File: config.mk
export PLATFORM = sky130hd
export DESIGN_NAME = pts_readout
export DESIGN_NICKNAME = d
export VERILOG_FILES = /design/src/rtl/pts_pkg.sv /design/src/rtl/pts_q_if.sv /design/src/rtl/pts_stamp_queue.sv /design/src/rtl/pts_readout.sv
export VERILOG_INCLUDE_DIRS = /design/src /design/src/rtl
export SDC_FILE = /design/constraint.sdc
export NUM_CORES = 2
export LEC_CHECK = 0
export ABC_CLOCK_PERIOD_IN_PS = 71200
export BUFFER_PORTS_ARGS = -buffer_cell sky130_fd_sc_hd__buf_2
export CORE_MARGIN = 2
export CORE_UTILIZATION = 40
export CTS_BUF_LIST = sky130_fd_sc_hd__clkbuf_8
export CTS_CLUSTER_DIAMETER = 30
export DETAILED_ROUTE_END_ITERATION = 6
export PLACE_DENSITY = 0.53
export SLEW_MARGIN = 20
export SYNTH_ARGS = -nofsm -noshare
export SYNTH_HDL_FRONTEND = slang
export SYNTH_SLANG_ARGS = --single-unit
File: constraint.sdc
create_clock -name i_core_clk -period 71.2 [get_ports i_core_clk]
set_clock_uncertainty 0.2 [all_clocks]
set_input_delay 21.36 -clock i_core_clk [delete_from_list [all_inputs] [get_ports i_core_clk]]
set_output_delay 21.36 -clock i_core_clk [all_outputs]
set_load 0.01 [all_outputs]
File: src/rtl/pts_cfg.svh
// register offsets, field positions and reset values of the stamp readout
// assumes inclusion by the readout design file of this block; the package does not include it
`ifndef PTS_CFG_SVH
`define PTS_CFG_SVH

// ==========================================================
// register offsets on the timestamp page
`define PTS_OFS_RD_SUM 5'h1a
`define PTS_OFS_WR_SUM 5'h1b
`define PTS_OFS_TX_STAMP 5'h1c
`define PTS_OFS_RX_STAMP 5'h1d
`define PTS_OFS_EVT_STATUS 5'h1e
`define PTS_OFS_EVT_DATA 5'h1f

// ==========================================================
// reset values
`define PTS_SUM_RST 16'h0000
`define PTS_WORD_RST 16'h0000

// ==========================================================
// event status field positions
`define PTS_ST_MISSED_MSB 10
`define PTS_ST_MISSED_LSB 8
`define PTS_ST_MULT_BIT 1

// ==========================================================
// sequencer word positions and the missed count limit
`define PTS_TX_LAST 2'h3
`define PTS_RX_LAST 3'h5
`define PTS_ED_LAST 3'h4
`define PTS_ED_FIRST_SINGLE 3'h1
`define PTS_ED_FIRST_MULT 3'h0
`define PTS_MISSED_MAX 3'h7

`endif

File: src/rtl/pts_pkg.sv
// types and helpers shared by the stamp readout files
// assumes pts_cfg.svh is on the include path
`default_nettype none
package pts_pkg;

  // ==========================================================
  // queue entry layouts
  typedef struct packed {
    logic [31:0] sec;
    logic [29:0] ns;
  } pts_tx_ent_t;

  typedef struct packed {
    logic [3:0] msg_type;
    logic [11:0] src_hash;
    logic [15:0] seq_id;
    logic [31:0] sec;
    logic [29:0] ns;
  } pts_rx_ent_t;

  typedef struct packed {
    logic [15:0] status;
    logic [15:0] ext;
    logic [31:0] sec;
    logic [29:0] ns;
  } pts_evt_ent_t;

  // ==========================================================
  // one's complement 16-bit add with end-around carry
  function automatic logic [15:0] pts_oc_add(input logic [15:0] a,
                                             input logic [15:0] b);
    logic [16:0] s;
    s = {1'b0, a} + {1'b0, b};
    return s[15:0] + {15'h0000, s[16]};
  endfunction

  // lowest set bit index of an eight-bit mask
  function automatic logic [2:0] pts_lowest(input logic [7:0] m);
    logic [2:0] idx;
    idx = 3'h0;
    for (int i = 7; i >= 0; i--) begin
      if (m[i]) begin
        idx = i[2:0];
      end
    end
    return idx;
  endfunction

endpackage
`default_nettype wire

File: src/rtl/pts_q_if.sv
// carrier between the readout logic and one stamp queue
// assumes both ends run on the same core clock
`default_nettype none
interface pts_q_if #(
  parameter int W = 62,
  parameter int DW = 2
);
  logic push;
  logic [W-1:0] push_data;
  logic pop;
  logic [W-1:0] head;
  logic avail;
  logic [DW-1:0] drops;

  modport store (
    input push, push_data, pop,
    output head, avail, drops
  );
  modport user (
    output push, push_data, pop,
    input head, avail, drops
  );
endinterface
`default_nettype wire

File: src/rtl/pts_stamp_queue.sv
// small stamp queue with a saturating count of dropped entries
// assumes push and pop come from logic on the same clock
`default_nettype none
module pts_stamp_queue #(
  parameter int W = 62,
  parameter int DEPTH = 4,
  parameter int DW = 2
) (
  // clock and reset
  input wire logic i_core_clk,
  input wire logic i_reset,
  // queue port
  pts_q_if.store q
);
  localparam int AW = (DEPTH > 1) ? $clog2(DEPTH) : 1;
  localparam logic [AW:0] FULL = (AW + 1)'(DEPTH);
  localparam logic [DW-1:0] DMAX = '1;

  typedef struct packed {
    logic [DEPTH-1:0][W-1:0] mem;
    logic [AW-1:0] wp;
    logic [AW-1:0] rp;
    logic [AW:0] cnt;
    logic [DW-1:0] drops;
  } pts_qst_t;

  pts_qst_t st;
  pts_qst_t next_st;
  logic do_pop;
  logic do_push;
  logic dropped;

  // ==========================================================
  // queue update
  always_comb begin
    next_st = st;
    do_pop = q.pop && (st.cnt != '0);
    // a full queue loses the new stamp unless the head pops in the same cycle; it never overwrites the head
    do_push = q.push && ((st.cnt != FULL) || do_pop);
    dropped = q.push && !do_push;
    if (do_push) begin
      next_st.mem[st.wp] = q.push_data;
      next_st.wp = (st.wp == AW'(DEPTH - 1)) ? '0 : st.wp + 1'b1;
    end
    if (do_pop) begin
      next_st.rp = (st.rp == AW'(DEPTH - 1)) ? '0 : st.rp + 1'b1;
      next_st.drops = '0;
    end
    next_st.cnt = st.cnt + (AW + 1)'(do_push) - (AW + 1)'(do_pop);
    // a popping cycle never drops a push, so the count restarts at zero
    if (dropped && next_st.drops != DMAX) begin
      next_st.drops = next_st.drops + 1'b1;
    end
  end

  always_ff @(posedge i_core_clk or posedge i_reset) begin
    if (i_reset) begin
      st <= '0;
    end else begin
      st <= next_st;
    end
  end

  assign q.head = st.mem[st.rp];
  assign q.avail = (st.cnt != '0);
  assign q.drops = st.drops;
endmodule
`default_nettype wire

File: src/rtl/pts_readout.sv
// stamp readout registers: checksums, tx/rx/event stamp sequencers
// assumes register accesses come from the page logic on the core clock
`include "pts_cfg.svh"
`default_nettype none
module pts_readout
  import pts_pkg::*;
#(
  parameter int TX_DEPTH = 4,
  parameter int RX_DEPTH = 4,
  parameter int EVT_DEPTH = 8
) (
  // clock and reset
  input wire logic i_core_clk,
  input wire logic i_reset,
  // register access from the page logic
  input wire logic i_reg_rd,
  input wire logic i_reg_wr,
  input wire logic [4:0] i_reg_addr,
  input wire logic [15:0] i_reg_wdata,
  input wire logic i_reg_frame,
  input wire logic i_page_sel,
  input wire logic [15:0] i_page_rdata,
  // transmit stamp capture
  input wire logic i_tx_valid,
  input wire logic [29:0] i_tx_ns,
  input wire logic [31:0] i_tx_sec,
  // receive stamp capture
  input wire logic i_rx_valid,
  input wire logic [29:0] i_rx_ns,
  input wire logic [31:0] i_rx_sec,
  input wire logic [15:0] i_rx_seq,
  input wire logic [3:0] i_rx_type,
  input wire logic [11:0] i_rx_hash,
  // event stamp capture
  input wire logic i_evt_valid,
  input wire logic [29:0] i_evt_ns,
  input wire logic [31:0] i_evt_sec,
  input wire logic [7:0] i_evt_det,
  input wire logic [7:0] i_evt_rise,
  input wire logic [7:0] i_evt_missed_mask,
  input wire logic [2:0] i_evt_missed,
  // read answer and held event flag
  output logic [15:0] o_reg_rdata,
  output logic o_reg_rvalid,
  output logic o_evt_held
);

  // ==========================================================
  // state
  typedef struct packed {
    logic [15:0] rd_sum;
    logic [15:0] wr_sum;
    logic [15:0] rdata;
    logic rvalid;
    logic [1:0] tx_pos;
    logic [2:0] rx_pos;
    logic [2:0] ed_pos;
    pts_evt_ent_t cur;
    logic cur_valid;
    logic [61:0] last_ts;
    logic have_last;
  } pts_st_t;

  pts_st_t st;
  pts_st_t next_st;

  pts_q_if #(.W($bits(pts_tx_ent_t)), .DW(2)) tx_q ();
  pts_q_if #(.W($bits(pts_rx_ent_t)), .DW(2)) rx_q ();
  pts_q_if #(.W($bits(pts_evt_ent_t)), .DW(3)) ev_q ();

  pts_stamp_queue #(.W($bits(pts_tx_ent_t)), .DEPTH(TX_DEPTH), .DW(2))
    u_tx_queue (.i_core_clk(i_core_clk), .i_reset(i_reset), .q(tx_q));
  pts_stamp_queue #(.W($bits(pts_rx_ent_t)), .DEPTH(RX_DEPTH), .DW(2))
    u_rx_queue (.i_core_clk(i_core_clk), .i_reset(i_reset), .q(rx_q));
  pts_stamp_queue #(.W($bits(pts_evt_ent_t)), .DEPTH(EVT_DEPTH), .DW(3))
    u_evt_queue (.i_core_clk(i_core_clk), .i_reset(i_reset), .q(ev_q));

  pts_tx_ent_t tx_head;
  pts_rx_ent_t rx_head;
  pts_evt_ent_t ev_head;
  pts_evt_ent_t ev_new;
  logic rd;
  logic wr;
  logic [15:0] rword;
  logic [3:0] missed_sum;
  logic [7:0] pick_mask;
  logic [2:0] unit;

  assign tx_head = pts_tx_ent_t'(tx_q.head);
  assign rx_head = pts_rx_ent_t'(rx_q.head);
  assign ev_head = pts_evt_ent_t'(ev_q.head);

  // ==========================================================
  // capture side: build queue entries
  always_comb begin
    tx_q.push = i_tx_valid;
    tx_q.push_data = {i_tx_sec, i_tx_ns};
    rx_q.push = i_rx_valid;
    rx_q.push_data = {i_rx_type, i_rx_hash, i_rx_seq, i_rx_sec, i_rx_ns};
    // prefer units that lost events before this stamp
    pick_mask = ((i_evt_det & i_evt_missed_mask) != 8'h00) ?
                (i_evt_det & i_evt_missed_mask) : i_evt_det;
    unit = pts_lowest(pick_mask);
    ev_new = '0;
    ev_new.ns = i_evt_ns;
    ev_new.sec = i_evt_sec;
    for (int i = 0; i < 8; i++) begin
      ev_new.ext[2*i] = i_evt_det[i];
      ev_new.ext[2*i+1] = i_evt_rise[i];
    end
    ev_new.status[10:8] = i_evt_missed;
    // first stamp after reset reports all four words as new
    if (!st.have_last || i_evt_sec[31:16] != st.last_ts[61:46]) begin
      ev_new.status[7:6] = 2'h3;
    end else if (i_evt_sec[15:0] != st.last_ts[45:30]) begin
      ev_new.status[7:6] = 2'h2;
    end else if (i_evt_ns[29:16] != st.last_ts[29:16]) begin
      ev_new.status[7:6] = 2'h1;
    end else begin
      ev_new.status[7:6] = 2'h0;
    end
    ev_new.status[5] = i_evt_rise[unit];
    ev_new.status[4:2] = unit;
    ev_new.status[1] = ($countones(i_evt_det) > 1);
    ev_new.status[0] = 1'b1;
    ev_q.push = i_evt_valid;
    ev_q.push_data = ev_new;
  end

  // ==========================================================
  // register side
  always_comb begin
    next_st = st;
    tx_q.pop = 1'b0;
    rx_q.pop = 1'b0;
    ev_q.pop = 1'b0;
    rword = `PTS_WORD_RST;
    rd = i_reg_rd && i_page_sel;
    // one access per cycle; a read wins a clash
    wr = i_reg_wr && i_page_sel && !rd;
    // queue drops add to the stored miss count, sticking at seven
    missed_sum = {1'b0, ev_head.status[`PTS_ST_MISSED_MSB:
                                       `PTS_ST_MISSED_LSB]} +
                 {1'b0, ev_q.drops};
    if (i_evt_valid) begin
      next_st.last_ts = {i_evt_sec, i_evt_ns};
      next_st.have_last = 1'b1;
    end
    if (rd) begin
      unique case (i_reg_addr)
        `PTS_OFS_RD_SUM: begin
          rword = st.rd_sum;
        end
        `PTS_OFS_WR_SUM: begin
          rword = st.wr_sum;
        end
        `PTS_OFS_TX_STAMP: begin
          if (tx_q.avail) begin
            unique case (st.tx_pos)
              2'h0: rword = tx_head.ns[15:0];
              2'h1: rword = {tx_q.drops, tx_head.ns[29:16]};
              2'h2: rword = tx_head.sec[15:0];
              2'h3: rword = tx_head.sec[31:16];
            endcase
            if (st.tx_pos == `PTS_TX_LAST) begin
              next_st.tx_pos = 2'h0;
              tx_q.pop = 1'b1;
            end else begin
              next_st.tx_pos = st.tx_pos + 2'h1;
            end
          end
        end
        `PTS_OFS_RX_STAMP: begin
          if (rx_q.avail) begin
            unique case (st.rx_pos)
              3'h0: rword = rx_head.ns[15:0];
              3'h1: rword = {rx_q.drops, rx_head.ns[29:16]};
              3'h2: rword = rx_head.sec[15:0];
              3'h3: rword = rx_head.sec[31:16];
              3'h4: rword = rx_head.seq_id;
              default: rword = {rx_head.msg_type, rx_head.src_hash};
            endcase
            if (st.rx_pos >= `PTS_RX_LAST) begin
              next_st.rx_pos = 3'h0;
              rx_q.pop = 1'b1;
            end else begin
              next_st.rx_pos = st.rx_pos + 3'h1;
            end
          end
        end
        `PTS_OFS_EVT_STATUS: begin
          if (ev_q.avail) begin
            rword = ev_head.status;
            rword[`PTS_ST_MISSED_MSB:`PTS_ST_MISSED_LSB] =
              (missed_sum > 4'h7) ? `PTS_MISSED_MAX
                                  : missed_sum[2:0];
            next_st.cur = ev_head;
            next_st.cur_valid = 1'b1;
            next_st.ed_pos = ev_head.status[`PTS_ST_MULT_BIT] ?
              `PTS_ED_FIRST_MULT : `PTS_ED_FIRST_SINGLE;
            ev_q.pop = 1'b1;
          end else begin
            rword = `PTS_WORD_RST;
            next_st.cur_valid = 1'b0;
          end
        end
        `PTS_OFS_EVT_DATA: begin
          // skipped trailing words are simply never read
          if (st.cur_valid) begin
            unique case (st.ed_pos)
              3'h0: rword = st.cur.ext;
              3'h1: rword = st.cur.ns[15:0];
              3'h2: rword = {2'b00, st.cur.ns[29:16]};
              3'h3: rword = st.cur.sec[15:0];
              default: rword = st.cur.sec[31:16];
            endcase
            if (st.ed_pos >= `PTS_ED_LAST) begin
              next_st.ed_pos = st.cur.status[`PTS_ST_MULT_BIT] ?
                `PTS_ED_FIRST_MULT : `PTS_ED_FIRST_SINGLE;
            end else begin
              next_st.ed_pos = st.ed_pos + 3'h1;
            end
          end
        end
        default: begin
          rword = i_page_rdata;
        end
      endcase
    end
    next_st.rdata = rword;
    next_st.rvalid = rd;
    // read sum
    if (rd && i_reg_addr == `PTS_OFS_RD_SUM) begin
      next_st.rd_sum = `PTS_SUM_RST;
    end else if (rd && !i_reg_frame) begin
      next_st.rd_sum = pts_oc_add(st.rd_sum, rword);
    end
    // write sum
    if (rd && i_reg_addr == `PTS_OFS_WR_SUM) begin
      next_st.wr_sum = `PTS_SUM_RST;
    end else if (wr && !i_reg_frame) begin
      next_st.wr_sum = pts_oc_add(st.wr_sum, i_reg_wdata);
    end
  end

  always_ff @(posedge i_core_clk or posedge i_reset) begin
    if (i_reset) begin
      st <= '0;
    end else begin
      st <= next_st;
    end
  end

  assign o_reg_rdata = st.rdata;
  assign o_reg_rvalid = st.rvalid;
  assign o_evt_held = st.cur_valid;
endmodule
`default_nettype wire

==> impl_metrics.csv <==
group,metric,value,unit
status,status,"finished clean",
sta,holdWs,0.2593,ns
worst_setup_path,critPathMaxFanout,27,
power,power.density,45.58,nW/um^2
place,routabilityCongestion,0.8508,
global_route,grt_max_degree,179,
die,io-pin-count,309,
place,io_buffers,308,
finish,final_cell_mix,"dfrtp_1 (1,544), mux2_2 (1,295), clkbuf_8 (492)",
detailed_routing,wl,199100,um
worst_setup_path,worst-setup-path-type,"input pin to flip-flop",
global_route,antenna_found_initial,61,
synth,yosys.cell_types.count,86,
synth,synth_top_area_cell,"dfrtp_1",
die,die_h,428.2,um
flow_run,cap_violations,0,
worst_setup_path,crit_arrival,26.95,ns
worst_setup_path,cp.required,71.89,ns
finish,final_common_cell,"dfrtp_1",
die,die-width,428.2,um
clock_tree,insertion_delay,1.04,ns
synth,synthFlopType,"dfrtp_1",
clock_tree,root_buffer,"clkbuf_8",
die,initial_core_util,40.29,%
finish,nets,5758,
place,hpwl,125400,um
sta,tightest_slew,1.120,ns
synth,synth_area_leaders,"dfrtp_1 (54%), mux2_2 (20%), mux4_2 (10%)",
die,num_rows,155,
sta,setup_viol,0,
global_route,grt_remaining_overflow,0,
global_route,grt_pass1_vias,46200,
sta,grt_setup_unrepaired,"no",
clock_tree,cts_num_sinks,1551,
worst_setup_path,cp-end-kind,"flip-flop",
clock_tree,clk_pin_slew,0.05,ns
sta,maxSlewHeadroom,25.35,%
global_route,busiest_layer,"met2",
global_route,grt_pass1_wl,302400,um
min_path,hold_path_class,"flip-flop to flip-flop",
synth,netlist_area,71970,um^2
synth,ys_seq_elements,1551,
global_route,use_met2,36.54,%
sta,fin_setup_tns,0,ns
detailed_routing,first_pass_iters,5,
detailed_routing,drt-initial-drc-count,2521,
detailed_routing,ant_nets,0,
clock_tree,cts_inserted_buffers,407,
finish,drive_gt1_share,47.62,%
sta,final_max_slew_viol_count,0,
power,p_leak,36.63,nW
synth,syn_area_per_cell,14.50,um^2
sta,period_share,36.88,%
detailed_routing,avgViaCountPerCell,5.456,
power,peakVddDrop,0.02869,mV
synth,synth.top_cell.area_share,53.93,%
detailed_routing,num_vias,43912,
power,power.total,0.003864,W
clock_tree,cts.htree.levels,5,
finish,synthToLayoutAreaGrowth,17.78,%
finish,stdcell_count,8048,
detailed_routing,post_drt_wl_per_cell,24.73,um
clock_tree,cts_setup_buffers,0,
sta,min_period,26.26,ns
global_route,grtUsageTotal,21.75,%
clock_tree,holdBufCountCts,0,
sta,fmax,38.08,MHz
synth,synth_edf_count,0,
worst_setup_path,worstSetupStartpointType,"input pin",
synth,seq_area_frac_synth,53.93,%
clock_tree,tritoncts,"built",
synth,yosysWarnings,0,
sta,hold_viol,0,
clock_tree,cts-resized-gates,0,
clock_tree,clockBufferDepth,4,
global_route,met3_usage,4.364,%
detailed_routing,drc_errors,0,
global_route,use_met1,28.07,%
synth,syn_nets,5348,
place,dp.cells,7319,
synth,synth_cells,4964,
die,core_area,178600,um^2
die,die_area,183300,um^2
synth,synthArstFlopShare,100.0,%
[sequential cells by signal, indices dropped and copies added, names as in the netlist]
name                 flops
u_evt_queue.st         722
u_rx_queue.st          383
u_tx_queue.st          255
st                     166
o_reg_rdata             16
u_evt_queue.q.drops      3
u_rx_queue.q.drops       2
u_tx_queue.q.drops       2
o_evt_held               1
o_reg_rvalid             1
[worst max-delay path: stages]
cell,delay (ns)
buf_2,0.34
and3_1,0.28
nand2_1,0.50
o221ai_1,0.21
a221oi_1,0.28
a21oi_1,0.15
ha_1,0.23
fa_1,0.45
a211oi_4,0.35
o21ai_2,0.13
a41o_1,0.28
o41a_1,0.36
a21o_1,0.21
a21oi_2,0.16
o21bai_1,0.08
a21o_1,0.21
ha_1,0.21
and3_1,0.20
and3_1,0.21
and4_1,0.19
nand4_1,0.11
or2_1,0.14
a2111oi_0,0.06
a211o_1,0.24
[kinds of logic after synthesis]
| family | count (synthesis) | share of synthesized area (%) |
|---|---|---|
| XOR/XNOR | 95 | 1.156 |
| AND/OR/NAND/NOR | 495 | 3.154 |
| flip-flops | 1551 | 53.93 |
| adder cells (fa/ha/maj) | 93 | 1.721 |
| multiplexers | 1741 | 32.29 |
| buffers and inverters | 441 | 2.830 |
| AO/OA/AOI/OAI | 548 | 4.922 |
[routing by layer]
metal	vias to the layer above	part of all wire, %
li1	19378	-
met1	23107	43
met2	965	50
met3	438	4.1
met4	24	3.0
met5	-	0.072
[where the power goes]
group / switching [W] / internal (W) / leakage (nW)
combinational: 0.000467 / 0.000604 / 12.8
clock: 0.000445 / 0.000836 / 5.04
sequential: 0.000215 / 0.00130 / 18.8
[cells in the mapped netlist, types with 9 or more instances]
cell	number
o221ai_1	16
a21o_1	17
a221oi_1	20
nor3_1	24
inv_1	55
fa_1	10
buf_6	24
a22oi_1	78
a32oi_1	14
dfrtp_1	1551
nand2_1	276
o211ai_1	11
nor2_1	51
a31oi_1	10
buf_4	19
nand2b_1	19
clkbuf_1	178
buf_2	104
nor4_1	10
o21ai_1	14
xor2_1	48
mux2_2	1295
o21ai_0	227
mux4_2	334
mux2i_1	103
xnor2_1	47
o21a_1	11
a21oi_1	65
and3_1	9
buf_1	58
ha_1	83
nand3_1	40
nand4_1	13
[layout make-up]
type / count / area, um^2
antenna: 13 / 32.53
fill: 15849 / 93840
timing repair buffer: 384 / 2170
tap: 2355 / 2947
sequential: 1551 / 38840
inverter: 58 / 225.2
multi-input combinational: 2972 / 31220
clock buffer: 492 / 6771
clock inverter: 223 / 2571
[worst paths after layout]
path / startpoint / endpoint / slack [ns] / depth (start not counted)
min in group asynchronous: i_reset / u_rx_queue.st[98] / 20.29 / 2
worst min-delay path: u_evt_queue.st[561] / u_evt_queue.st[561] / 0.26 / 1
worst max register to register: u_rx_queue.st[5] / st[214] / 62.94 / 23
worst max-delay path: i_reg_addr[0] / st[214] / 44.94 / 24
worst min register to register: u_evt_queue.st[561] / u_evt_queue.st[561] / 0.26 / 1
max in group asynchronous: i_reset / u_evt_queue.st[451] / 46.12 / 7
[stage by stage]
| stage | instance area [um^2] | worst slack, ns | util (%) |
|---|---|---|---|
| 2_1_floorplan | 71970 | 5.882 | - |
| 3_3_place_gp | 75360 | 43.97 | 42.19 |
| 3_5_place_dp | 75370 | 43.91 | 42.20 |
| 4_1_cts | 84710 | 45.04 | 47.43 |
| 5_1_grt | 84760 | 44.62 | 47.46 |
| 6_report | 84770 | 44.94 | 47.46 |
Note: power is estimated with default switching activity, not from simulation.
